<file path="config.mk">
export PLATFORM = sky130hd
export DESIGN_NAME = pmi_event_top
export DESIGN_NICKNAME = d
export VERILOG_FILES = /design/src/logic/pmi_debounce.v /design/src/logic/pmi_event_top.v
export VERILOG_INCLUDE_DIRS = /design/src /design/src/pkg
export SDC_FILE = /design/constraint.sdc
export NUM_CORES = 1
export LEC_CHECK = 0
export BUFFER_PORTS_ARGS = -buffer_cell sky130_fd_sc_hd__buf_2
export CORE_MARGIN = 8
export CORE_UTILIZATION = 62
export CTS_CLUSTER_SIZE = 10
export DETAILED_ROUTE_END_ITERATION = 16
export PLACE_DENSITY = 0.8
export SLEW_MARGIN = 20
export SYNTH_ARGS = -nofsm -noshare
export SYNTH_HDL_FRONTEND = slang
export SYNTH_SLANG_ARGS = --single-unit
</file>
<file path="constraint.sdc">
create_clock -name mclk -period 2.65 [get_ports mclk]
set_input_delay 0.265 -clock mclk [delete_from_list [all_inputs] [get_ports mclk]]
set_output_delay 0.265 -clock mclk [all_outputs]
set_load 0.005 [all_outputs]
</file>
<file path="src/pkg/pmi_regs.vh">
// Register map, field layout, reset values and timing of the event block
`ifndef PMI_REGS_VH
`define PMI_REGS_VH

// ----------------------------------------------------------------------
// Register offsets
// ----------------------------------------------------------------------
`define PMI_ADDR_STATUS_0   8'h05
`define PMI_ADDR_MASK_0     8'h06
`define PMI_ADDR_LEVEL_0    8'h07
`define PMI_ADDR_STATUS_1   8'h08
`define PMI_ADDR_MASK_1     8'h09
`define PMI_ADDR_LEVEL_1    8'h0A
`define PMI_ADDR_STATUS_3   8'h0E
`define PMI_ADDR_MASK_3     8'h0F

// ----------------------------------------------------------------------
// Implemented bits of each status and mask register
// ----------------------------------------------------------------------
`define PMI_STAT0_BITS      8'h3F
`define PMI_STAT1_BITS      8'h1B
`define PMI_STAT3_BITS      8'hC1
`define PMI_MASK0_BITS      8'h3F
`define PMI_MASK1_BITS      8'h7F
`define PMI_MASK3_BITS      8'hC5

// ----------------------------------------------------------------------
// Reset values
// ----------------------------------------------------------------------
`define PMI_STAT_RESET      8'h00
`define PMI_MASK0_RESET     8'h3F
`define PMI_MASK1_RESET     8'h7F
`define PMI_MASK3_RESET     8'hC5
`define PMI_RDATA_RESET     8'h00

// ----------------------------------------------------------------------
// Field positions
// ----------------------------------------------------------------------
`define PMI_BIT_BUTTON      0
`define PMI_BIT_LOW_SUPPLY  1
`define PMI_BIT_TEMP_T1     2
`define PMI_BIT_STRAP       6
`define PMI_BIT_FUSE_PIN    7
`define PMI_BIT_BUCK_A0     0
`define PMI_BIT_BUCK_A1     1
`define PMI_BIT_BUCK_A_LVL  2
`define PMI_BIT_BUCK_B      3
`define PMI_BIT_BUCK_C      4
`define PMI_BIT_BOOST       0
`define PMI_BIT_BLOW_DONE   6
`define PMI_BIT_FUSE_ERR    7

// ----------------------------------------------------------------------
// Event source indices and trigger edges
// ----------------------------------------------------------------------
`define PMI_NUM_SRC         12
`define PMI_SRC_BUTTON      0
`define PMI_SRC_LOW_SUPPLY  1
`define PMI_SRC_TEMP_T1     2
`define PMI_SRC_TEMP_T4     5
`define PMI_SRC_BUCK_A      6
`define PMI_SRC_BUCK_B      7
`define PMI_SRC_BUCK_C      8
`define PMI_SRC_BOOST       9
`define PMI_SRC_FUSE_ERR    10
`define PMI_SRC_BLOW_DONE   11
`define PMI_RISE_MASK       12'hFFE
`define PMI_FALL_MASK       12'h03D

// ----------------------------------------------------------------------
// Timing: clock period, tick period, debounce times in microseconds
// ----------------------------------------------------------------------
`define PMI_CLK_PERIOD_NS   4
`define PMI_TICK_NS         1000
`define PMI_DBNC_LOW_US     3900
`define PMI_DBNC_BUTTON_US  31250
`define PMI_DBNC_TEMP_US    3900
`define PMI_DBNC_OC_US      8000
`define PMI_CNT_W           18

// ----------------------------------------------------------------------
// Timing counts: tick cycles per tick and debounce lengths in ticks
// ----------------------------------------------------------------------
`define PMI_TICK_CYCLES         8'hFA
`define PMI_DBNC_LOW_TICKS      18'h00F3C
`define PMI_DBNC_BUTTON_TICKS   18'h07A12
`define PMI_DBNC_TEMP_TICKS     18'h00F3C
`define PMI_DBNC_OC_TICKS       18'h01F40

`endif

</file>
<file path="src/logic/pmi_debounce.v">
// Debounce filter for one event source with edge-selected event pulse
`timescale 1ns/1ps

module pmi_debounce (
    mclk,
    rst_n,
    tick,
    raw_in,
    limit,
    rise_en,
    fall_en,
    event_pulse
);
    input  wire        mclk;
    input  wire        rst_n;
    input  wire        tick;
    input  wire        raw_in;
    input  wire [17:0] limit;
    input  wire        rise_en;
    input  wire        fall_en;
    output reg         event_pulse;

    reg        level;
    reg [17:0] cnt;

    // --------------------------------------------------------------
    // Filter
    // --------------------------------------------------------------
    // Count ticks while raw differs from the accepted level
    always @(posedge mclk or negedge rst_n) begin
        if (!rst_n) begin
            level       <= 1'b0;
            cnt         <= 18'h00000;
            event_pulse <= 1'b0;
        end else begin
            event_pulse <= 1'b0;
            if (raw_in == level) begin
                cnt <= 18'h00000;
            end else if (cnt >= limit) begin
                level       <= raw_in;
                cnt         <= 18'h00000;
                event_pulse <= raw_in ? rise_en : fall_en;
            end else if (tick) begin
                cnt <= cnt + 18'h00001;
            end
        end
    end

endmodule

</file>
<file path="src/logic/pmi_event_top.v">
// Event flag, mask and level registers with the active-low interrupt pin
// Operation
// - Low supply latches after 3.9 ms debounce; level is 1 below 2.70 V.
// - Button falling edge latches after 31.25 ms; level follows button.
// - Two-bit select lengthens button and low-supply debounce.
// - Four thermal thresholds latch on either edge after 3.9 ms.
// - Regulator overcurrent latches on rising limit after 8.0 ms.
// - Fuse error latches on rising detect with no debounce.
// - Fuse auto-blow completion latches on rising edge, no debounce.
// - Status 0 at 0x05 holds button, supply and thermal W1C flags.
// - Mask 0 at 0x06 bits 0 to 5 reset masked.
// - Level 0 at 0x07 shows button, supply, thermal, strap, fuse pin.
// - Status 1 at 0x08 holds buck W1C flags in bits 0,1,3,4.
// - Mask 1 at 0x09 bits 0 to 6 reset to 1, bit 7 zero.
// - Level 1 at 0x0A shows buck levels in bits 0,2,3,4.
// - Status 3 at 0x0E holds boost, blow done, fuse error flags.
// - Mask 3 at 0x0F bits 0,2,6,7 reset to 1.
// - Flags stay set until written 1; pin low on unmasked flag.
// - Pin stays low across clears with new events; unmask asserts.
// - Sources must hold stable through debounce; levels are live.
`timescale 1ns/1ps
`include "pmi_regs.vh"

module pmi_event_top (
    mclk,
    rst_n,
    button_in,
    low_supply_in,
    temp_in,
    buck_a_oc_in,
    buck_b_oc_in,
    buck_c_oc_in,
    boost_oc_in,
    fuse_error_in,
    fuse_blow_done_in,
    test_strap_in,
    fuse_supply_pin_in,
    button_debounce_sel,
    reg_addr,
    reg_wdata,
    reg_wr,
    reg_rd,
    reg_rdata,
    irq_out_n
);
    // Tick counts are sized so no bits are cut at the parameter
    parameter [17:0] DBNC_LOW_TICKS    = `PMI_DBNC_LOW_TICKS;
    parameter [17:0] DBNC_BUTTON_TICKS =
        `PMI_DBNC_BUTTON_TICKS;
    parameter [17:0] DBNC_TEMP_TICKS   = `PMI_DBNC_TEMP_TICKS;
    parameter [17:0] DBNC_OC_TICKS     = `PMI_DBNC_OC_TICKS;
    parameter [7:0]  TICK_CYCLES       = `PMI_TICK_CYCLES;

    input  wire       mclk;
    input  wire       rst_n;
    input  wire       button_in;
    input  wire       low_supply_in;
    input  wire [3:0] temp_in;
    input  wire       buck_a_oc_in;
    input  wire       buck_b_oc_in;
    input  wire       buck_c_oc_in;
    input  wire       boost_oc_in;
    input  wire       fuse_error_in;
    input  wire       fuse_blow_done_in;
    input  wire       test_strap_in;
    input  wire       fuse_supply_pin_in;
    input  wire [1:0] button_debounce_sel;
    input  wire [7:0] reg_addr;
    input  wire [7:0] reg_wdata;
    input  wire       reg_wr;
    input  wire       reg_rd;
    output reg  [7:0] reg_rdata;
    output reg        irq_out_n;

    // ------------------------------------------------------------------
    // State
    // ------------------------------------------------------------------
    reg  [7:0] tick_cnt;
    reg        tick;
    reg  [7:0] event_status_0;
    reg  [7:0] event_mask_0;
    reg  [7:0] event_status_1;
    reg  [7:0] event_mask_1;
    reg  [7:0] event_status_3;
    reg  [7:0] event_mask_3;
    reg  [7:0] next_rdata;
    reg  [7:0] next_status_0;
    reg  [7:0] next_status_1;
    reg  [7:0] next_status_3;
    reg  [7:0] clr_0;
    reg  [7:0] clr_1;
    reg  [7:0] clr_3;
    wire [`PMI_NUM_SRC-1:0] raw_src;
    wire [`PMI_NUM_SRC-1:0] evt;
    wire [`PMI_NUM_SRC-1:0] rise_mask;
    wire [`PMI_NUM_SRC-1:0] fall_mask;
    wire [7:0] event_level_0;
    wire [7:0] event_level_1;
    wire [7:0] set_0;
    wire [7:0] set_1;
    wire [7:0] set_3;
    wire       pending;

    // ------------------------------------------------------------------
    // Debounce length per source
    // ------------------------------------------------------------------
    function [17:0] dbnc_limit;
        input integer idx;
        input [1:0] sel;
        begin
            if (idx == `PMI_SRC_BUTTON) begin
                dbnc_limit = DBNC_BUTTON_TICKS << sel;
            end else if (idx == `PMI_SRC_LOW_SUPPLY) begin
                dbnc_limit = DBNC_LOW_TICKS << sel;
            end else if (idx <= `PMI_SRC_TEMP_T4) begin
                dbnc_limit = DBNC_TEMP_TICKS;
            end else if (idx <= `PMI_SRC_BOOST) begin
                dbnc_limit = DBNC_OC_TICKS;
            end else begin
                dbnc_limit = 18'h00000;
            end
        end
    endfunction

    // ------------------------------------------------------------------
    // Address match used by the flag-clear and mask write paths
    // ------------------------------------------------------------------
    function hit;
        input [7:0] addr;
        input [7:0] target;
        begin
            hit = (addr == target);
        end
    endfunction

    // ------------------------------------------------------------------
    // Slow tick
    // ------------------------------------------------------------------
    // One-cycle tick every TICK_CYCLES clocks
    always @(posedge mclk or negedge rst_n) begin
        if (!rst_n) begin
            tick_cnt <= 8'h00;
            tick     <= 1'b0;
        end else if (tick_cnt == TICK_CYCLES - 8'h01) begin
            tick_cnt <= 8'h00;
            tick     <= 1'b1;
        end else begin
            tick_cnt <= tick_cnt + 8'h01;
            tick     <= 1'b0;
        end
    end

    // ------------------------------------------------------------------
    // Event sources
    // ------------------------------------------------------------------
    // Source vector in index order
    assign raw_src = {fuse_blow_done_in, fuse_error_in, boost_oc_in,
                      buck_c_oc_in, buck_b_oc_in, buck_a_oc_in,
                      temp_in, low_supply_in, button_in};
    assign rise_mask = `PMI_RISE_MASK;
    assign fall_mask = `PMI_FALL_MASK;

    // One filter per source; edges pick the trigger direction
    genvar gi;
    generate
        for (gi = 0; gi < `PMI_NUM_SRC; gi = gi + 1) begin : g_src
            pmi_debounce u_dbnc (
                .mclk        (mclk),
                .rst_n       (rst_n),
                .tick        (tick),
                .raw_in      (raw_src[gi]),
                .limit       (dbnc_limit(gi, button_debounce_sel)),
                .rise_en     (rise_mask[gi]),
                .fall_en     (fall_mask[gi]),
                .event_pulse (evt[gi])
            );
        end
    endgenerate

    // ------------------------------------------------------------------
    // Flag set vectors
    // ------------------------------------------------------------------
    // Button, low supply and thermal events
    assign set_0 = {2'b00, evt[`PMI_SRC_TEMP_T4:`PMI_SRC_TEMP_T1],
                    evt[`PMI_SRC_LOW_SUPPLY], evt[`PMI_SRC_BUTTON]};
    // Buck A sets both of its bits
    assign set_1 = {3'b000, evt[`PMI_SRC_BUCK_C], evt[`PMI_SRC_BUCK_B], 1'b0,
                    evt[`PMI_SRC_BUCK_A], evt[`PMI_SRC_BUCK_A]};
    // Boost, blow done and fuse error
    assign set_3 = {evt[`PMI_SRC_FUSE_ERR], evt[`PMI_SRC_BLOW_DONE], 5'b00000,
                    evt[`PMI_SRC_BOOST]};

    // ------------------------------------------------------------------
    // Live level registers
    // ------------------------------------------------------------------
    // Raw levels, never latched
    assign event_level_0 = {fuse_supply_pin_in, test_strap_in, temp_in,
                            low_supply_in, button_in};
    assign event_level_1 = {3'b000, buck_c_oc_in, buck_b_oc_in, buck_a_oc_in,
                            1'b0, buck_a_oc_in};

    // ------------------------------------------------------------------
    // Write-one-to-clear and next flag values
    // ------------------------------------------------------------------
    // Set is ORed in after the clear so a same-cycle event wins
    always @* begin
        clr_0 = 8'h00;
        clr_1 = 8'h00;
        clr_3 = 8'h00;
        if (reg_wr && hit(reg_addr, `PMI_ADDR_STATUS_0)) begin
            clr_0 = reg_wdata;
        end
        if (reg_wr && hit(reg_addr, `PMI_ADDR_STATUS_1)) begin
            clr_1 = reg_wdata;
        end
        if (reg_wr && hit(reg_addr, `PMI_ADDR_STATUS_3)) begin
            clr_3 = reg_wdata;
        end
        next_status_0 = ((event_status_0 & ~clr_0) | set_0)
                        & `PMI_STAT0_BITS;
        next_status_1 = ((event_status_1 & ~clr_1) | set_1) & `PMI_STAT1_BITS;
        next_status_3 = ((event_status_3 & ~clr_3) | set_3) & `PMI_STAT3_BITS;
    end

    // Flag registers
    always @(posedge mclk or negedge rst_n) begin
        if (!rst_n) begin
            event_status_0 <= `PMI_STAT_RESET;
            event_status_1 <= `PMI_STAT_RESET;
            event_status_3 <= `PMI_STAT_RESET;
        end else begin
            event_status_0 <= next_status_0;
            event_status_1 <= next_status_1;
            event_status_3 <= next_status_3;
        end
    end

    // ------------------------------------------------------------------
    // Mask registers
    // ------------------------------------------------------------------
    // Plain read-write; unimplemented bits stay zero
    always @(posedge mclk or negedge rst_n) begin
        if (!rst_n) begin
            event_mask_0 <= `PMI_MASK0_RESET;
            event_mask_1 <= `PMI_MASK1_RESET;
            event_mask_3 <= `PMI_MASK3_RESET;
        end else if (reg_wr) begin
            if (hit(reg_addr, `PMI_ADDR_MASK_0)) begin
                event_mask_0 <= reg_wdata & `PMI_MASK0_BITS;
            end
            if (hit(reg_addr, `PMI_ADDR_MASK_1)) begin
                event_mask_1 <= reg_wdata & `PMI_MASK1_BITS;
            end
            if (hit(reg_addr, `PMI_ADDR_MASK_3)) begin
                event_mask_3 <= reg_wdata & `PMI_MASK3_BITS;
            end
        end
    end

    // ------------------------------------------------------------------
    // Interrupt pin
    // ------------------------------------------------------------------
    // Any set and unmasked flag holds the pin low
    assign pending = |(event_status_0 & ~event_mask_0)
                   | |(event_status_1 & ~event_mask_1)
                   | |(event_status_3 & ~event_mask_3);

    always @(posedge mclk or negedge rst_n) begin
        if (!rst_n) begin
            irq_out_n <= 1'b1;
        end else begin
            irq_out_n <= ~pending;
        end
    end

    // ------------------------------------------------------------------
    // Read path
    // ------------------------------------------------------------------
    // Unmapped offsets read as zero
    always @* begin
        next_rdata = 8'h00;
        case (reg_addr)
            `PMI_ADDR_STATUS_0: next_rdata = event_status_0;
            `PMI_ADDR_MASK_0:   next_rdata = event_mask_0;
            `PMI_ADDR_LEVEL_0:  next_rdata = event_level_0;
            `PMI_ADDR_STATUS_1: next_rdata = event_status_1;
            `PMI_ADDR_MASK_1:   next_rdata = event_mask_1;
            `PMI_ADDR_LEVEL_1:  next_rdata = event_level_1;
            `PMI_ADDR_STATUS_3: next_rdata = event_status_3;
            `PMI_ADDR_MASK_3:   next_rdata = event_mask_3;
            default:            next_rdata = 8'h00;
        endcase
    end

    // Read data captured on the read strobe and held until the next
    always @(posedge mclk or negedge rst_n) begin
        if (!rst_n) begin
            reg_rdata <= `PMI_RDATA_RESET;
        end else if (reg_rd) begin
            reg_rdata <= next_rdata;
        end
    end

endmodule

</file>
* Word-level counts from Yosys, hierarchy flattened
Index checks and enable logic that the tools add are counted.
Operators by class: $add $sub $neg 13, order comparisons 12, equal/unequal tests 21, shift operators 2, mux-type cells 74, bitwise logic cells 30, reduce and logical (&&, ||, !) cells 33
Operators by type and width (number):
- 18-bit two-way mux | 36
- 18-bit by 1-bit adder with 18-bit output (second input constant) | 12
- 18-bit by 12-bit greater-or-equal comparator with 1-bit output (second input constant) | 4
- 18-bit by 13-bit greater-or-equal comparator with 1-bit output (second input constant) | 4
- 8-bit one-hot mux with 8 select lines | 1
- 8-bit by 4-bit == test with 1-bit output (second input constant) | 5
- 18-bit by 1-bit greater-or-equal comparator with 1-bit output (second input constant) | 2
- 18-bit greater-or-equal comparator | 2
- 3-bit nonzero test | 12
- 1-bit two-way mux | 33
- 2-bit AND reduction | 15
- 8-bit by 3-bit == test with 1-bit output (second input constant) | 3
- 8-bit OR reduction | 3
- 12-bit by 2-bit << shifter with 18-bit output (first input constant) | 1
- 15-bit by 2-bit << shifter with 18-bit output (first input constant) | 1
- 8-bit AND | 2
- 8-bit two-way mux | 2
- 8-bit inverter | 2
- 1-bit inverter | 13
- 1-bit == test | 12
- 8-bit by 1-bit adder with 8-bit output (second input constant) | 1
- 5-bit by 8-bit AND with 8-bit output | 1
- 6-bit by 8-bit AND with 8-bit output | 1
- 8-bit == test (second input constant) | 1
- 13 further kinds | 16
Word-level totals: flip-flop bits (word level) 288, input port bits 36, output and inout bits 9, word-level logic and storage cells 231

* Depth between registers and ports, before layout
Gate-level depths: netlist of run 1.
depth in word-level cells 6, gate-level depth with buffers 11, gate-level depth less buffers 10

* Cells and area by module
Synthesis of run 1 repeated with hierarchy kept, for this count alone.
Second synthesis, totals: cells, all modules 2075, area, all modules 19877.8 µm²
By module, submodules not included:
- pmi_debounce | times used 12, cells each 152, area an instance 1440.1 µm², sequential area each 500.5 µm²
- pmi_event_top | times used 1, cells each 251, area an instance 2596.2 µm², sequential area each 1223.7 µm²

* Worst setup path before layout of run 1
Ideal clock, no wire load.
path type input-to-reg, start point input button_debounce_sel[1], end point register g_src[0].u_dbnc.cnt[12], setup time 0.119 ns, arrival time 2.148 ns, required time 2.531 ns, path slack 0.383 ns, stages on the path 11, buffers on the path 1, cell sequence inv_1 -> ha_1 -> nor2_1 -> ha_1 -> and4_1 -> nand2_2 -> or4_4 -> nand3_2 -> nand3b_4 -> buf_12 -> nor2_2
Between the ends: word-level cells in the longest chain between the ends 4, elaborated cells on any way between the ends 5, classes of those cells 1 x order compare; 1 x shift; 2 x mux; 1 x reduce/logical
Ends and longest elaborated chain:
- from (decl) | line pmi_event_top.v:67 | input wire [1:0] button_debounce_sel;
- 15-bit by 2-bit << shifter with 18-bit output (*) | line pmi_event_top.v:112 | dbnc_limit = DBNC_BUTTON_TICKS << sel;
- 18-bit greater-or-equal comparator (*) | line pmi_debounce.v:39 | end else if (cnt >= limit) begin
- 18-bit two-way mux | line pmi_debounce.v:39
- 18-bit two-way mux | line pmi_debounce.v:37 | if (raw_in == level) begin
- to (signal assigned) | line pmi_debounce.v:44 | cnt <= cnt + 18'h00001;
- to (decl) | line pmi_debounce.v:24 | reg [17:0] cnt;
Mark *: on every way between the ends. The rest lies on a longest branch, timed or not. A chain may end at the register's enable or synchronous reset.

* Final worst setup path of run 1
start point register g_src[0].u_dbnc.cnt[11], end point register g_src[0].u_dbnc.cnt[4]
Between the ends: word-level cells in the longest chain between the ends 3, elaborated cells on any way between the ends 4, classes of those cells 1 x order compare; 2 x mux; 1 x reduce/logical
Ends and longest elaborated chain (line):
- 18-bit greater-or-equal comparator (*) | pmi_debounce.v:39
- 18-bit two-way mux | pmi_debounce.v:39
- 18-bit two-way mux | pmi_debounce.v:37
Marks and branches as above.

==> flow_summary.toml, run 1 <==
[power]
p_leak_nw = 5.72
p_per_area_nw_per_um2 = 600
p_clk_share_pct = 45.2
p_int_mw = 6.25
p_switching_mw = 1.76
sw_frac_of_total_pct = 21.9
seq_power_share_pct = 50.0
combPwrFrac_pct = 4.9
vdd_drop_max_mv = 0.498
power_mw = 8.01

[synthesis]
synth_enable_flop_cells = 0
yosysTopAreaCell = "dfrtp_1"
synth_area_um2 = 11800
synth.top_cell.area_share_pct = 49.8
synth_seq_area_share_pct = 53.8
ys_ff_latch = 252
synthArstFlopShare_pct = 100
synth_area_leaders = "dfrtp_1 50%, nor2_1 6.1%, xor2_1 5.9%"
synthCells = 1100
avgSynthCellArea_um2 = 10.7
yosysWarnings = 0
synthFlopType = "dfrtp_1"
synth_cell_types = 57

[cts]
cts_tree = "built"
clk_latency_ps = 540
post_cts_resized = 0
path_clk_slew_ps = 50
clock_sinks = 252
ctsRootBufferMaster = "clkbuf_16"
numCtsBuffers = 29
clk_path_buf_depth = 3
htree_levels = 1

[place]
dp_cells = 1406
dp_hpwl_mm = 14.9
place.gp.congestion = 0.879
dpl-instance-area_um2 = 12400
io_buffer_count = 44
pre_cts_ws_ps = 22.2

[critical_path]
path_class = "flop to flop"
path_max_fanout = 18
path_cells = "ha_1 -> and4_1 -> nand2_2 -> or4_4 -> nand3_2 -> nand3b_4 -> nor2_1"
cpPeakStageDelay_ps = 530
cp_data_required_time_ps = 3060
critPathSlowestCell = "or4_4"
crit_arrival_ps = 2610
end_kind = "flop"
start_kind = "flop"

[detailed_routing]
wl_per_cell_um = 15.1
drt-total-wl_mm = 22.2
dr.pass1.iters = 5
vias = 8033
via_per_inst = 5.48
ant_nets = 0
drt_iter0_markers = 470
route.detailed.drc = 0

[sta]
tightest_slew_ps = 678
setup_viol = 0
finalHoldViolCount = 0
setup_slack_ps = 448
holdWs_ps = 17.0
slew_viol_final = 0
clock.fmax_mhz = 454
relSlewSlack_pct = 54.6
min_period_ps = 2200
rsz0062_at_grt = "no"
period_share_pct = 83.1
skew_ps = 9.97
final.setup.tns_ps = 0

[min_path]
hold_class = "primary input to flop"

[global_route]
grt_max_degree = 74
grt_pass1_wl_mm = 38.4
grt_pass1_vias = 8240
overflow = 0
antenna_found_initial = 0
grt_usage_pct = 19.1

[status]
status = "complete, no violations"

[floorplanning]
dieArea_um2 = 23600
ios = 45
die_h_um = 154
chipWidth_um = 154
start_util_pct = 63.1
num_rows = 50
core_area_um2 = 18600

[layout]
layoutNonFillerInstCount = 1467
fill_cells = 1301
antenna_cells = 0
areaGrowthSynthToFinish_pct = 13.6
fin_area_um2 = 13400
drive_above_1_share_pct = 12.5
final_nets = 1299
final_util_pct = 71.6

[flow_run]
cap_violations = 0
critical path: cells and delay by family (launching register included):
kind          cells  cell delay [ps]
fa+ha+maj         1              320
simple gates      6             1320
flops             1              430
timing repair:
item | CTS | global route
hold endpoints to repair | 79 | 0
hold buffers | 7 | 0
setup buffers | 0 | 0
routing by layer:
layer	track usage, %	wire length (µm)
met5	0	0
met3	3.70	1090
met4	5.27	369
met2	31.5	10500
met1	25.5	10200
layout by cell type, fill, tap and decap left out, types with 5 or more instances in the layout:
| master | synthesis | final |
|---|---|---|
| xor2_1 | 79 | 79 |
| mux2i_1 | 16 | 16 |
| conb_1 | 1 | 46 |
| nor3b_1 | 9 | 9 |
| o22ai_1 | 9 | 9 |
| mux2_2 | 28 | 28 |
| clkbuf_1 | 9 | 20 |
| dfrtp_1 | 234 | 233 |
| a21o_1 | 14 | 14 |
| nor4_1 | 5 | 5 |
| nand3_1 | 45 | 45 |
| a22o_1 | 5 | 5 |
| o21ai_0 | 13 | 13 |
| clkbuf_16 | 0 | 29 |
| a21oi_1 | 18 | 18 |
| nand4_1 | 34 | 34 |
| nor3_1 | 13 | 13 |
| buf_4 | 0 | 5 |
| dfstp_2 | 18 | 18 |
| or4_1 | 9 | 9 |
| xnor2_1 | 53 | 53 |
| nor2b_1 | 6 | 6 |
| a31oi_1 | 5 | 5 |
| nand2_1 | 73 | 73 |
| buf_2 | 14 | 43 |
| nand2b_1 | 9 | 9 |
| and3_1 | 18 | 18 |
| inv_1 | 54 | 54 |
| a211oi_1 | 7 | 7 |
| nor2_2 | 11 | 11 |
| nor2_1 | 191 | 191 |
| dlygate4sd3_1 | 0 | 7 |
| ha_1 | 53 | 53 |
sequential cells by signal (all words and copies together), names as in the netlist, 4 cells and up:
register,count
event_mask_0,6
event_mask_1,7
event_mask_3,4
event_status_0,6
event_status_1,4
g_src.u_dbnc.cnt,180
g_src.u_dbnc.event_pulse,12
g_src.u_dbnc.level,12
reg_rdata,8
tick_cnt,8
kinds of logic (layout without fill, tap and decap cells):
| kind of cell | count (synthesis) | count (layout) | synth area share (%) |
|---|---|---|---|
| muxes | 44 | 44 | 4.04 |
| and+or+nand+nor | 439 | 439 | 17.9 |
| xor gates and xnor gates | 132 | 132 | 9.83 |
| buffers and inverters | 79 | 167 | 2.81 |
| AOI/OAI and AO/OA | 100 | 100 | 5.94 |
| other | 1 | 46 | 0.0319 |
| DFF | 252 | 252 | 53.8 |
| adders and majority gates | 53 | 53 | 5.64 |
cells in the mapped netlist (11+ instances only):
library cell	count
a21o_1	14
a21oi_1	18
and3_1	18
buf_2	14
dfrtp_1	234
dfstp_2	18
ha_1	53
inv_1	54
mux2_2	28
mux2i_1	16
nand2_1	73
nand3_1	45
nand4_1	34
nor2_1	191
nor2_2	11
nor3_1	13
o21ai_0	13
xnor2_1	53
xor2_1	79
worst paths after layout:
| check | from | endpoint | slack, ps | cells past startpoint |
|---|---|---|---|---|
| max | g_src[0].u_dbnc.cnt[11]$_DFFE_PN0P_ | g_src[0].u_dbnc.cnt[4]$_DFFE_PN0P_ | 450 | 7 |
| min | button_in | g_src[0].u_dbnc.event_pulse$_DFF_PN0_ | 20 | 2 |
| max reg2reg | g_src[0].u_dbnc.cnt[11]$_DFFE_PN0P_ | g_src[0].u_dbnc.cnt[4]$_DFFE_PN0P_ | 450 | 7 |
| min reg2reg | g_src[2].u_dbnc.event_pulse$_DFF_PN0_ | event_status_0[2]$_DFF_PN0_ | 430 | 1 |
| max in group asynchronous | rst_n | g_src[0].u_dbnc.cnt[13]$_DFFE_PN0P_ | 1520 | 3 |
| min in group asynchronous | rst_n | g_src[1].u_dbnc.cnt[6]$_DFFE_PN0P_ | 280 | 2 |
power groups by stage:
stage               Sequential (mW)  Clock (mW)  Combinational [mW]
finish                         4.00        3.62               0.392
global route                   4.01        3.85               0.439
CTS                            4.00        3.68               0.396
detailed placement             4.07           0               0.385
global placement               4.06           0               0.375
floorplan                      4.05           0               0.231
area by class of cell:
class	count	area, µm²	share of cell area, %
Clock buffer	53	856	6.41
Clock inverter	1	8.76	0.0656
Inverter	54	203	1.52
Multi-Input combinational cell	814	5270	39.4
Sequential cell	252	6330	47.4
Tap cell	234	293	2.19
Timing Repair Buffer	59	398	2.98
No activity file was read; power rests on OpenSTA's default activity.
==> run 2, diff against run 1 <==
Settings changed: ABC_AREA set to 1, CORE_UTILIZATION 62 to 56, PLACE_DENSITY 0.8 to 0.76.
Clock period 2.65 ns to 2 ns, I/O delays scaled along.
==> run 2 against run 1 <==
Critical endpoint is now g_src[0].u_dbnc.cnt[1]$_DFFE_PN0P_. Synthesized cell count grew 35%. Register-to-register slack worse by 310 ps. Critical path type unchanged. Final cell count up 32%.
==> flow_summary.toml, run 2 <==
[status]
status = "complete, no violations"

[critical_path]
start_kind = "flop"
reg2reg_slack_ps = 140
end_kind = "flop"
cp_data_required_time_ps = 2450
worstReg2RegStart = "g_src[0].u_dbnc.cnt[7]$_DFFE_PN0P_"
crit_arrival_ps = 2310
path_max_fanout = 13
crit_path_start = "g_src[0].u_dbnc.cnt[7]$_DFFE_PN0P_"
path_class = "flop to flop"

[sta]
setup_viol = 0
slew_viol_final = 0
clock.fmax_mhz = 536
final.setup.tns_ps = 0
period_share_pct = 93.2
min_period_ps = 1860
skew_ps = 16.6
finalHoldViolCount = 0
rsz0062_at_grt = "no"
setup_slack_ps = 136

[cts]
ctsRootBufferMaster = "clkbuf_16"
cts_tree = "built"
numCtsBuffers = 29
clock_sinks = 252
clk_latency_ps = 540
clk_path_buf_depth = 3
htree_levels = 1
cts_setup_buffers = 0
path_clk_slew_ps = 60

[detailed_routing]
wl_per_cell_um = 13.6
via_per_inst = 5.25
vias = 10174
route.detailed.drc = 0
drt_iter0_markers = 709
ant_nets = 0
drt-total-wl_mm = 26.4
dr.pass1.iters = 5

[floorplanning]
die_h_um = 166
chipWidth_um = 166
core_area_um2 = 22400
start_util_pct = 56.4
dieArea_um2 = 27600
num_rows = 55
ios = 45

[place]
place.gp.congestion = 0.902
io_buffer_count = 44
dpl-instance-area_um2 = 13600
dp_hpwl_mm = 18.7
dp_cells = 1871
pre_cts_ws_ps = -108

[power]
vdd_drop_max_mv = 0.646
p_leak_nw = 6.75
p_per_area_nw_per_um2 = 721

[synthesis]
synth_compound_area_share_pct = 9.02
ys_ff_latch = 252
synthFlopType = "dfrtp_1"
yosysMostFrequentCell = "nand2_1"
yosysWarnings = 0
avgSynthCellArea_um2 = 8.53
synth_seq_area_share_pct = 50.0
synth.top_cell.area_share_pct = 46.3
synthTopCellsByCount = "303 x nand2_1, 234 x dfrtp_1, 224 x nor2_1, 161 x inv_1, 70 x nand3_1"
synth_top_family_by_area = "simple AND/OR/NAND/NOR gates"
synthXorXnorAreaFrac_pct = 4.71
synth_cell_types = 50
yosysTopAreaCell = "dfrtp_1"
synth_enable_flop_cells = 0
synthMuxAreaShare_pct = 0
synthCells = 1483
synthArstFlopShare_pct = 100
synth_area_leaders = "dfrtp_1 46%, nand2_1 9.0%, nor2_1 6.6%"
synthAdderAreaFrac_pct = 5.24
synth-simple-area-share_pct = 24.8
synth_area_um2 = 12600

[layout]
multiInputGateArea_um2 = 5710
top_register = "g_src.u_dbnc.cnt"
reg_top3 = "g_src.u_dbnc.cnt: 180 flops, g_src.u_dbnc.event_pulse: 12 flops, g_src.u_dbnc.level: 12 flops"
final_util_pct = 65.4
final_nets = 1726
areaGrowthSynthToFinish_pct = 16.1
fin_area_um2 = 14700
largest_reg_flops = 180
fill_cells = 1824
final_cell_mix = "303 x nand2_1, 231 x dfrtp_1, 224 x nor2_1"
drive_above_1_share_pct = 10.4
layout_commonest_cell = "nand2_1"
layoutNonFillerInstCount = 1937
antenna_cells = 0
seq_area_um2 = 6330

[global_route]
grt_pass1_wl_mm = 45.7
grt_usage_pct = 19.2
gr-usage-met1_pct = 25.4
antenna_found_initial = 0
grt_pass1_vias = 10073
overflow = 0
grt_use_met3_pct = 3.30
gr-max-usage-layer = "met2"
grt_max_degree = 69
grt_use_met2_pct = 32.0

[min_path]
min_from = "reg_wdata[2]"
hold_class = "primary input to flop"

[flow_run]
cap_violations = 0
## run 2: path summary, 6_finish.rpt
path                                                      end  depth (start not counted)
setup reg to reg           g_src[0].u_dbnc.cnt[1]$_DFFE_PN0P_                         10
setup / recovery           g_src[0].u_dbnc.cnt[1]$_DFFE_PN0P_                         10
hold reg to reg                   event_status_0[5]$_DFF_PN0_                          1
hold / removal                    event_mask_0[2]$_DFFE_PN1P_                          3
max in group asynchronous  g_src[7].u_dbnc.cnt[4]$_DFFE_PN0P_                          3
min in group asynchronous  g_src[0].u_dbnc.cnt[2]$_DFFE_PN0P_                          2
## run 2: per-layer routing
layer	share of wire, %	wire length [µm]
met1	47	12500
met2	46	12100
met3	4.8	1260
met4	2.1	552
met5	0	0
## run 2: final cells by class
type                       count  share of cell area [%]
sequential                   252                    43.1
multi-input combinational   1084                    38.9
timing repair buffer         101                    5.53
clock buffer                  44                    5.40
inverter                     169                    4.34
tap                          285                    2.43
clock inverter                 2                   0.264
## run 2: critical path: stages (launching register included)
cell      delay (ps)
dfrtp_1          440
ha_1             350
nand2_1          100
nand3b_1         110
nor2_1            40
nand2_1           60
nand3_2           90
inv_1            110
nand4_2          130
buf_12           190
o21ai_0          150
## run 2: metrics by stage
| step | power (mW) | hold WS, ps |
|---|---|---|
| after floorplan | 5.61 | -95.6 |
| after global routing | 11.0 | 59.7 |
| final | 10.6 | 35.7 |
| after global placement | 5.86 | 145 |
| after CTS | 10.7 | 1.31 |
| after detailed placement | 5.88 | 148 |
## run 2: cells by family after synthesis
| group | Yosys count |
|---|---|
| AND/OR/NAND/NOR | 724 |
| flip-flops | 252 |
| AO/OA/AOI/OAI | 193 |
| buffers and inverters | 192 |
| XOR/XNOR | 68 |
| adder cells (fa/ha/maj) | 53 |
| other | 1 |
## run 2: where the power goes
part           switching, mW  internal, mW
sequential            0.0496          5.24
clock                   1.95          2.81
combinational          0.348         0.188
total                   2.35          8.24
## run 2: timing repair
action / CTS / global route
endpoints found under the setup margin: 0 / 4
endpoints found under the hold margin: 84 / 0
resized for setup: 0 / 3
hold buffers: 20 / 0
==> run 3, diff against run 2 <==
Settings changed: CORE_ASPECT_RATIO set to 0.7.
==> run 3 against run 2 <==
Register-to-register slack worse by 40 ps. Count of clock-buffer cells in the layout is 8 higher. First-iteration DRC count is 7.3% higher. Final area is 0.71% higher. Largest cell class unchanged.
==> flow_summary.toml, run 3 (synthesis gave the netlist of run 2 again) <==
[critical_path]
r2r_cells = 11
crit_arrival_ps = 2350
end_kind = "flop"
reg2reg_slack_ps = 100
cp_data_required_time_ps = 2450
start_kind = "flop"
path_class = "flop to flop"
path_max_fanout = 13
reg2reg_to = "g_src[0].u_dbnc.cnt[1]$_DFFE_PN0P_"
worstReg2RegStart = "g_src[0].u_dbnc.cnt[11]$_DFFE_PN0P_"

[place]
io_buffer_count = 44
place.gp.congestion = 0.936
dpl-instance-area_um2 = 13700
dp_hpwl_mm = 19.2
pre_cts_ws_ps = -206

[cts]
clk_path_buf_depth = 3
path_clk_slew_ps = 60
cts_tree = "built"
clock_sinks = 252
clk_latency_ps = 550
ctsRootBufferMaster = "clkbuf_16"
htree_levels = 1
numCtsBuffers = 29

[floorplanning]
die_h_um = 142
chipWidth_um = 196
dieArea_um2 = 27700
core_area_um2 = 22400
num_rows = 46
ios = 45
start_util_pct = 56.5

[status]
status = "complete, no violations"

[sta]
clock.fmax_mhz = 526
rsz0062_at_grt = "yes"
period_share_pct = 95.1
setup_viol = 0
setup_slack_ps = 98.7
min_period_ps = 1900
relSlewSlack_pct = 49.7
finalHoldViolCount = 0
slew_viol_final = 0
tightest_slew_ps = 753
skew_ps = 17.3

[detailed_routing]
via_per_inst = 5.27
wl_per_cell_um = 14.0
ant_nets = 0
dr.pass1.iters = 5
drt_iter0_markers = 761
vias = 10310
drt-total-wl_mm = 27.4
route.detailed.drc = 0

[layout]
areaGrowthSynthToFinish_pct = 16.9
drive_above_1_share_pct = 10.9
top_register = "g_src.u_dbnc.cnt"
reg_top3 = "g_src.u_dbnc.cnt: 180 flops, g_src.u_dbnc.event_pulse: 12 flops, g_src.u_dbnc.level: 12 flops"
antenna_cells = 0
multiInputGateArea_um2 = 5730
seq_area_um2 = 6330
final_util_pct = 66.0
final_cell_mix = "303 x nand2_1, 231 x dfrtp_1, 223 x nor2_1"
fin_area_um2 = 14800
fill_cells = 1832
final_nets = 1733
largest_reg_flops = 180
layout_commonest_cell = "nand2_1"

[power]
vdd_drop_max_mv = 0.702
p_per_area_nw_per_um2 = 727
p_leak_nw = 6.79

[global_route]
grt_max_degree = 66
antenna_found_initial = 0
grt_usage_pct = 20.3
grt_pass1_vias = 10138
overflow = 0
grt_pass1_wl_mm = 47.7

[flow_run]
cap_violations = 0

[min_path]
min_from = "test_strap_in"
hold_class = "primary input to flop"
hold_end = "reg_rdata[6]$_DFFE_PN0P_"
hold-path-cell-count = 4
[run 3: layout make-up]
type / count / share of cell area (%)
Tap cell: 288 / 2.44
Multi-Input combinational cell: 1084 / 38.8
Inverter: 169 / 4.31
Clock buffer: 52 / 5.63
Clock inverter: 2 / 0.262
Timing Repair Buffer: 108 / 5.77
Sequential cell: 252 / 42.8
[run 3: metal layers]
layer | GRT usage [%] | vias to the layer above | wire length [µm]
met4 | 5.09 | 0 | 497
met5 | 0 | - | 0
met3 | 3.67 | 40 | 1750
met1 | 29.0 | 4879 | 13200
li1 | - | 5109 | -
met2 | 31.6 | 282 | 12000
[run 3: how the worst max path moves through the flow]
stage	from	endpoint	slack (ps)	cells past startpoint
finish	g_src[0].u_dbnc.cnt[11]$_DFFE_PN0P_	g_src[0].u_dbnc.cnt[1]$_DFFE_PN0P_	100	11
global route	g_src[0].u_dbnc.cnt[17]$_DFFE_PN0P_	g_src[0].u_dbnc.level$_DFFE_PN0P_	-50	13
CTS	g_src[0].u_dbnc.cnt[11]$_DFFE_PN0P_	g_src[0].u_dbnc.cnt[1]$_DFFE_PN0P_	100	11
detailed placement	button_debounce_sel[1]	g_src[0].u_dbnc.cnt[1]$_DFFE_PN0P_	-210	15
global placement	button_debounce_sel[1]	g_src[0].u_dbnc.cnt[0]$_DFFE_PN0P_	-50	15
floorplan	button_debounce_sel[1]	g_src[0].u_dbnc.cnt[4]$_DFFE_PN0P_	200	14
[run 3: report_power, final]
| part | total (mW) | switching (mW) | internal (mW) |
|---|---|---|---|
| registers | 5.29 | 0.0503 | 5.24 |
| logic | 0.544 | 0.349 | 0.195 |
| clock network | 4.92 | 2.01 | 2.91 |
[run 3: repair_timing]
action                                 4_1_cts  5_1_grt
setup endpoints to repair                    0       22
setup buffers                                0        1
endpoints found under the hold margin       99        0
resized for setup                            0        5
hold buffers                                22        0
[run 3: worst max-delay path, stage by stage (launching register included)]
cell and delay (ps):
dfrtp_1 430, ha_1 340, nand2_1 80, inv_1 40, o21bai_1 110, nand2_1 60, nand2_1 70, nand3_2 110
inv_1 110, nand4_2 130, buf_12 180, o21ai_0 140
[run 3: metrics by stage]
step / std cells / power [mW] / TNS [ps] / hold slack [ps]
2_1_floorplan: 1528 / 5.61 / 0 / -95.6
3_3_place_gp: 1878 / 5.87 / -284 / 181
3_5_place_dp: 1878 / 5.89 / -3500 / 183
4_1_cts: 1954 / 10.9 / 0 / 34.2
5_1_grt: 1955 / 11.2 / -107 / 76.7
6_report: 1955 / 10.8 / 0 / 53.6
